[src/verilog/tti_pkg.sv]
// Shared widths and constants for the translate-and-test step datapath
package tti_pkg;
    // ----------------------------------------------------------------
    // Widths
    // ----------------------------------------------------------------
    localparam int OFF_W = 16;
    localparam int SEG_W = 16;
    localparam int BYTE_W = 8;
    localparam int ADDR_W = SEG_W + OFF_W;
    localparam int CNT_W = 16;
    // ----------------------------------------------------------------
    // Constant values
    // ----------------------------------------------------------------
    localparam logic [BYTE_W-1:0] PTR_STEP = 8'h01;
    localparam logic [BYTE_W-1:0] ZERO_BYTE = 8'h00;
    localparam logic [CNT_W-1:0] CNT_STEP = 16'h0001;
    localparam logic [CNT_W-1:0] CNT_ZERO = 16'h0000;
    localparam logic [SEG_W-1:0] SEG_NONE = 16'h0000;
    // ----------------------------------------------------------------
    // Step sequencer states
    // ----------------------------------------------------------------
    typedef enum logic [1:0] {
        TTI_IDLE,
        TTI_RD_STR,
        TTI_RD_TAB
    } tti_state_type;
endpackage

[src/verilog/tti_offset_add.sv]
// Offset adder: zero-extended byte added to an address offset
`timescale 1ns/1ps
module tti_offset_add
    import tti_pkg::*;
#(
    parameter int W = OFF_W
) (
    // Operands
    input wire logic [W-1:0] offset,
    input wire logic [BYTE_W-1:0] addend,
    // Result
    output logic [W-1:0] sum
);
    // Unsigned extension with high-order zeros; carry out of the offset
    // is dropped so the segment field never changes
    wire logic [W-1:0] addend_ext;
    assign addend_ext = {{(W-BYTE_W){1'b0}}, addend};
    assign sum = offset + addend_ext;
endmodule

[src/verilog/tti_step.sv]
// Translate-and-test step: string byte lookup, flag and pointer update
// Function
// - Read byte at string pointer address and use it as table index.
// - Table address is table base plus zero-extended index byte.
// - Fetch table byte and load it into the result byte register.
// - Zero flag set when loaded result byte is zero, else cleared.
// - Never write string byte or table entry; reads only.
// - After table byte load, increment string pointer by one.
// - Decrement the word counter by one as last update.
// - Table base register is left unchanged by the step.
// - Table spans up to 256 entries; shorter only if safe.
// - Overflow-position flag set when decremented counter is zero.
// - Pointers are word registers nonsegmented, register pairs segmented.
`timescale 1ns/1ps
module tti_step
    import tti_pkg::*;
(
    // Clock and reset
    input wire logic sys_clk,
    input wire logic reset,
    // Step control
    input wire logic translate_test_step_op,
    input wire logic segmented_mode,
    input wire logic step_abort,
    // Register operands
    input wire logic [ADDR_W-1:0] string_pointer,
    input wire logic [ADDR_W-1:0] table_base_pointer,
    input wire logic [CNT_W-1:0] counter_in,
    // Memory read port
    output logic mem_rd_req,
    output logic [ADDR_W-1:0] mem_addr,
    input wire logic mem_rd_valid,
    input wire logic [BYTE_W-1:0] mem_rd_data,
    // Results
    output logic step_busy,
    output logic step_done,
    output logic [ADDR_W-1:0] string_pointer_out,
    output logic [CNT_W-1:0] counter_out,
    output logic [BYTE_W-1:0] table_result_byte_reg,
    output logic zero_flag,
    output logic overflow_flag
);
    // ----------------------------------------------------------------
    // State and captured operands
    // ----------------------------------------------------------------
    tti_state_type state_r, state_nxt;
    logic [ADDR_W-1:0] str_cap_r;
    logic [ADDR_W-1:0] base_cap_r;
    logic [CNT_W-1:0] cnt_cap_r;
    logic seg_cap_r;
    logic [BYTE_W-1:0] index_r;
    logic mem_rd_req_r;
    logic [ADDR_W-1:0] mem_addr_r;
    logic step_done_r;
    logic [ADDR_W-1:0] str_out_r;
    logic [CNT_W-1:0] cnt_out_r;
    logic [BYTE_W-1:0] result_r;
    logic zero_flag_r;
    logic ovf_flag_r;

    // ----------------------------------------------------------------
    // Address arithmetic
    // ----------------------------------------------------------------
    wire logic [OFF_W-1:0] tab_off;
    wire logic [OFF_W-1:0] str_inc_off;
    wire logic [SEG_W-1:0] str_seg_start;
    wire logic [SEG_W-1:0] str_seg_cap;
    wire logic [SEG_W-1:0] base_seg_cap;
    wire logic [ADDR_W-1:0] str_addr_start;
    wire logic [ADDR_W-1:0] tab_addr;
    wire logic [ADDR_W-1:0] str_next;
    wire logic [CNT_W-1:0] cnt_dec;
    wire logic take_step;
    wire logic rd_done;
    wire logic finish;
    wire logic abort_now;

    // full byte index
    // The whole 8-bit index reaches the adder, so 256 entries are addressable
    // base plus index
    tti_offset_add #(.W(OFF_W)) u_tab_add (
        .offset(base_cap_r[OFF_W-1:0]),
        .addend(mem_rd_data),
        .sum(tab_off)
    );

    tti_offset_add #(.W(OFF_W)) u_str_inc (
        .offset(str_cap_r[OFF_W-1:0]),
        .addend(PTR_STEP),
        .sum(str_inc_off)
    );

    // segment field only in segmented operation
    assign str_seg_start = segmented_mode ?
        string_pointer[ADDR_W-1:OFF_W] : SEG_NONE;
    assign str_seg_cap = seg_cap_r ? str_cap_r[ADDR_W-1:OFF_W] : SEG_NONE;
    assign base_seg_cap = seg_cap_r ? base_cap_r[ADDR_W-1:OFF_W] : SEG_NONE;
    assign str_addr_start = {str_seg_start, string_pointer[OFF_W-1:0]};
    assign tab_addr = {base_seg_cap, tab_off};
    assign str_next = {str_seg_cap, str_inc_off};
    assign cnt_dec = cnt_cap_r - CNT_STEP;

    // Sequencing conditions
    assign take_step = (state_r == TTI_IDLE) && translate_test_step_op;
    assign abort_now = (state_r != TTI_IDLE) && step_abort;
    assign rd_done = mem_rd_req_r && mem_rd_valid && !step_abort;
    assign finish = (state_r == TTI_RD_TAB) && rd_done;

    // ----------------------------------------------------------------
    // Next-state selection
    // ----------------------------------------------------------------
    // Abort wins over a read that lands in the same cycle
    always_comb begin
        state_nxt = state_r;
        unique case (state_r)
            TTI_IDLE: begin
                if (translate_test_step_op) begin
                    state_nxt = TTI_RD_STR;
                end
            end
            TTI_RD_STR: begin
                if (step_abort) begin
                    state_nxt = TTI_IDLE;
                end else if (rd_done) begin
                    state_nxt = TTI_RD_TAB;
                end
            end
            TTI_RD_TAB: begin
                if (step_abort || rd_done) begin
                    state_nxt = TTI_IDLE;
                end
            end
        endcase
    end

    // ----------------------------------------------------------------
    // Sequencer and memory request
    // ----------------------------------------------------------------
    // read-only request path, there is no write strobe at all
    always_ff @(posedge sys_clk) begin
        if (reset) begin
            state_r <= TTI_IDLE;
            mem_rd_req_r <= 1'b0;
            mem_addr_r <= '0;
        end else begin
            state_r <= state_nxt;
            mem_rd_req_r <= (state_nxt != TTI_IDLE);
            if (take_step) begin
                mem_addr_r <= str_addr_start;
            end else if (state_r == TTI_RD_STR && rd_done) begin
                mem_addr_r <= tab_addr;
            end
        end
    end

    // operands captured once; the table base is never written back
    always_ff @(posedge sys_clk) begin
        if (reset) begin
            str_cap_r <= '0;
            base_cap_r <= '0;
            cnt_cap_r <= '0;
            seg_cap_r <= 1'b0;
            index_r <= '0;
        end else if (take_step) begin
            str_cap_r <= string_pointer;
            base_cap_r <= table_base_pointer;
            cnt_cap_r <= counter_in;
            seg_cap_r <= segmented_mode;
        end else if (state_r == TTI_RD_STR && rd_done) begin
            index_r <= mem_rd_data;
        end
    end

    // ----------------------------------------------------------------
    // Architectural results
    // ----------------------------------------------------------------
    // results move only when the table read has completed
    always_ff @(posedge sys_clk) begin
        if (reset) begin
            step_done_r <= 1'b0;
            str_out_r <= '0;
            cnt_out_r <= '0;
            result_r <= '0;
            zero_flag_r <= 1'b0;
            ovf_flag_r <= 1'b0;
        end else begin
            step_done_r <= finish;
            if (finish) begin
                result_r <= mem_rd_data;
                zero_flag_r <= (mem_rd_data == ZERO_BYTE);
                str_out_r <= str_next;
                cnt_out_r <= cnt_dec;
                ovf_flag_r <= (cnt_dec == CNT_ZERO);
            end
        end
    end

    // Outputs straight from flip-flops
    assign mem_rd_req = mem_rd_req_r;
    assign mem_addr = mem_addr_r;
    assign step_busy = mem_rd_req_r;
    assign step_done = step_done_r;
    assign string_pointer_out = str_out_r;
    assign counter_out = cnt_out_r;
    assign table_result_byte_reg = result_r;
    assign zero_flag = zero_flag_r;
    assign overflow_flag = ovf_flag_r;
endmodule
[config.mk]
export PLATFORM = sky130hd
export DESIGN_NAME = tti_step
export DESIGN_NICKNAME = d
export VERILOG_FILES = /design/src/verilog/tti_pkg.sv /design/src/verilog/tti_offset_add.sv /design/src/verilog/tti_step.sv
export SDC_FILE = /design/constraint.sdc
export NUM_CORES = 1
export LEC_CHECK = 0
export BUFFER_PORTS_ARGS = -buffer_cell sky130_fd_sc_hd__buf_2
export CORE_MARGIN = 3
export CORE_UTILIZATION = 45
export CTS_BUF_LIST = sky130_fd_sc_hd__clkbuf_4 sky130_fd_sc_hd__clkbuf_8 sky130_fd_sc_hd__clkbuf_16
export DETAILED_ROUTE_END_ITERATION = 6
export PLACE_DENSITY_LB_ADDON = 0.05
export SLEW_MARGIN = 5
export SYNTH_ARGS = -nofsm -noshare
export SYNTH_HDL_FRONTEND = slang
export SYNTH_SLANG_ARGS = --single-unit
[constraint.sdc]
create_clock -name sys_clk -period 2 [get_ports sys_clk]
set_input_delay 0.1 -clock sys_clk [delete_from_list [all_inputs] [get_ports sys_clk]]
set_output_delay 0.1 -clock sys_clk [all_outputs]
set_load 0.01 [all_outputs]
==> results.tsv <==
metric	value	unit
pin count of the biggest net entering global routing	99	
vias per inst	5.24	
Layout Utilization	62.9	%
gr usage total	23.7	%
Worst-Margin Slew	0.582	ns
crit-path max cell delay	0.55	ns
crit path max fanout	4	
sequential element share of the synthesized area	45.7	%
Bufs and invs on worst path	2	
diodes inserted	0	
number of buffers created by CTS	17	
DRT Wirelength	22.7	mm
Worst Hold Depth	3	
std cell rows	47	
net count after synthesis	1057	
post-layout minimum cycle time	1.96	ns
crit path kind	in -> reg	
Initial DRC Count	513	
synthesis-to-finish area growth	36.3	%
pre-CTS setup slack	0.0535	ns
Final nets	1305	
worst skew pair latency	0.43	ns
crit path launch type	input port	
nature of the critical path endpoint	flop	
Cells after Synth	948	
Max-cap violations	0	
DRT Pass-1 Iters	4	
via count	7485	
relative slew slack	61.2	%
fin crit share	98.2	%
cells on worst reg2reg path	8	
setup slack, reg-to-reg	0.09	ns
synth cell count leaders	nand2_1, dfxtp_1, a21oi_1	
first-pass GRT wire length	35.3	mm
fin. max-slew vios	0	
initial antenna violation count	0	
IO buf count	186	
TritonCTS Sinks	175	
syn avg cell area	8.09	sq um
Post-DRT Antenna Nets	0	
clock transition at the registers of the reported paths	0.07	ns
leakage	0.00421	uW
PwrDens	797	nW/um^2
worst min path class	in -> reg	
CTS tree	done	
Synth Flop Type	dfxtp_1	
Mapped Area	7670	sq um
drc violations	0	
GRT Residual Overflow	0	
detailed placer's ending HPWL	15.7	mm
post-synthesis async set-or-reset flop share	0	%
clock skew	0.00759	ns
Hold WS	0.0323	ns
core outline area	16600	sq um
Top Ports	187	
Seq cells post-synth	175	
CP cell instances	dlygate4sd3_1 -> buf_2 -> ha_2 -> a21oi_2 -> a21oi_1 -> or4_1 -> nand3_1 -> a311oi_1	
post-synth cell types	67	
fillers	1505	
clock root buffer	clkbuf_16	
vias in the first global route	6812	
count leader, synth	nand2_1	
Yosys Warn Count	0	
CP max stage cell	dlygate4sd3_1	
Yosys top cell by area	dfxtp_1	
Stages on worst setup path	8	
Arr. time, crit path	2.25	ns
Die X	137	microns
Die Ht	137	microns
WP data required	2.29	ns
Yosys top cell area share	45.7	%
top post-synthesis cells by area	dfxtp_1, nand2_1, a21oi_1, nand3_1, nor2_1	
Placed Area	8890	sq um
final hold viol count	0	
total power	8340	uW
status	finished clean	
CP delay by family, top	buffers and inverters	
Setup-failing EPs final	0	
cell area after layout	10500	sq um
DIE AREA	18700	sq um
Initial Util	46.1	%
Clock Tree Buf Depth	2	
DR WL/cell	15.9	microns
H-Tree Level Count	4	
Post-synth EDFFs	0	
layout cells sized above 1	23.9	%
VDD IR max	651	uV
GPL Wtd Cong	0.906	
Setup WS post-layout	0.0362	ns
FMAX	509	MHz
-- stage by stage --
stage	setup TNS (ns)	instances
floorplan	0	948
global placement	0	1311
detailed placement	0	1311
CTS	0	1429
global route	-0.0449	1429
finish	0	1429
-- worst reg2reg max path, stage by stage, from the launching register on --
cell	delay [ns]
dfxtp_2	0.34
ha_4	0.17
fa_2	0.40
a21oi_2	0.20
nor2_2	0.08
o21bai_1	0.20
buf_4	0.17
a2111o_1	0.12
o221ai_1	0.10
-- metal layers --
layer | vias to the layer above | global-route usage, % | routed length [microns]
met4 | 0 | 6.38 | 382
li1 | 3809 | - | -
met5 | - | 0 | 0
met2 | 220 | 36.3 | 10200
met1 | 3424 | 33.9 | 11000
met3 | 32 | 5.18 | 1170
-- final timing paths --
kind,from,endpoint
setup reg to reg,base_cap_r[0],mem_addr[14]
hold / removal,string_pointer[7],str_cap_r[7]
hold reg to reg,string_pointer_out[26],string_pointer_out[26]
setup / recovery,mem_rd_data[2],mem_addr[5]
-- cell families (layout without fill, tap and decap cells) --
logic type                 after synthesis  in the layout  synth area share, %
adders and majority gates               15             15                 2.54
xor gates and xnor gates                29             29                 3.31
and+or+nand+nor                        414            414                 24.4
buffers and inverters                   81            342                 4.39
AOI/OAI and AO/OA                      233            233                 19.6
muxes                                    1              1                0.130
DFF                                    175            175                 45.7
-- placed cells by master, fill, tap and decap left out, drive strengths merged, types with 8 or more instances in the layout --
cell	n
a21oi	124
buf	217
dlygate4sd3	86
o21ai	13
ha	14
clkbuf	18
dfxtp	175
nor3	9
nand3	62
a21boi	8
xnor2	12
a311oi	26
nand2	229
nor2	70
inv	15
xor2	17
a211oi	29
-- final cells by class --
type                            instances  area [sq um]  share of cell area (%)
Multi-Input combinational cell        692          3970                    37.9
Clock buffer                           18           439                    4.20
Inverter                                7          26.3                   0.251
Timing Repair Buffer                  303          2100                    20.1
Clock inverter                         14           148                    1.41
Tap cell                              220           275                    2.63
Sequential cell                       175          3500                    33.5
-- power breakdown --
group          internal (uW)  switching (uW)
sequential              3650             147
clock                   1700            1560
combinational            577             706
-- repair_timing --
action	in CTS	in global routing
resized for setup	0	25
hold buffers	86	0
setup buffers	0	1
endpoints found under the setup margin	0	16
endpoints found under the hold margin	107	0
Power figures use the tool's default switching activity.
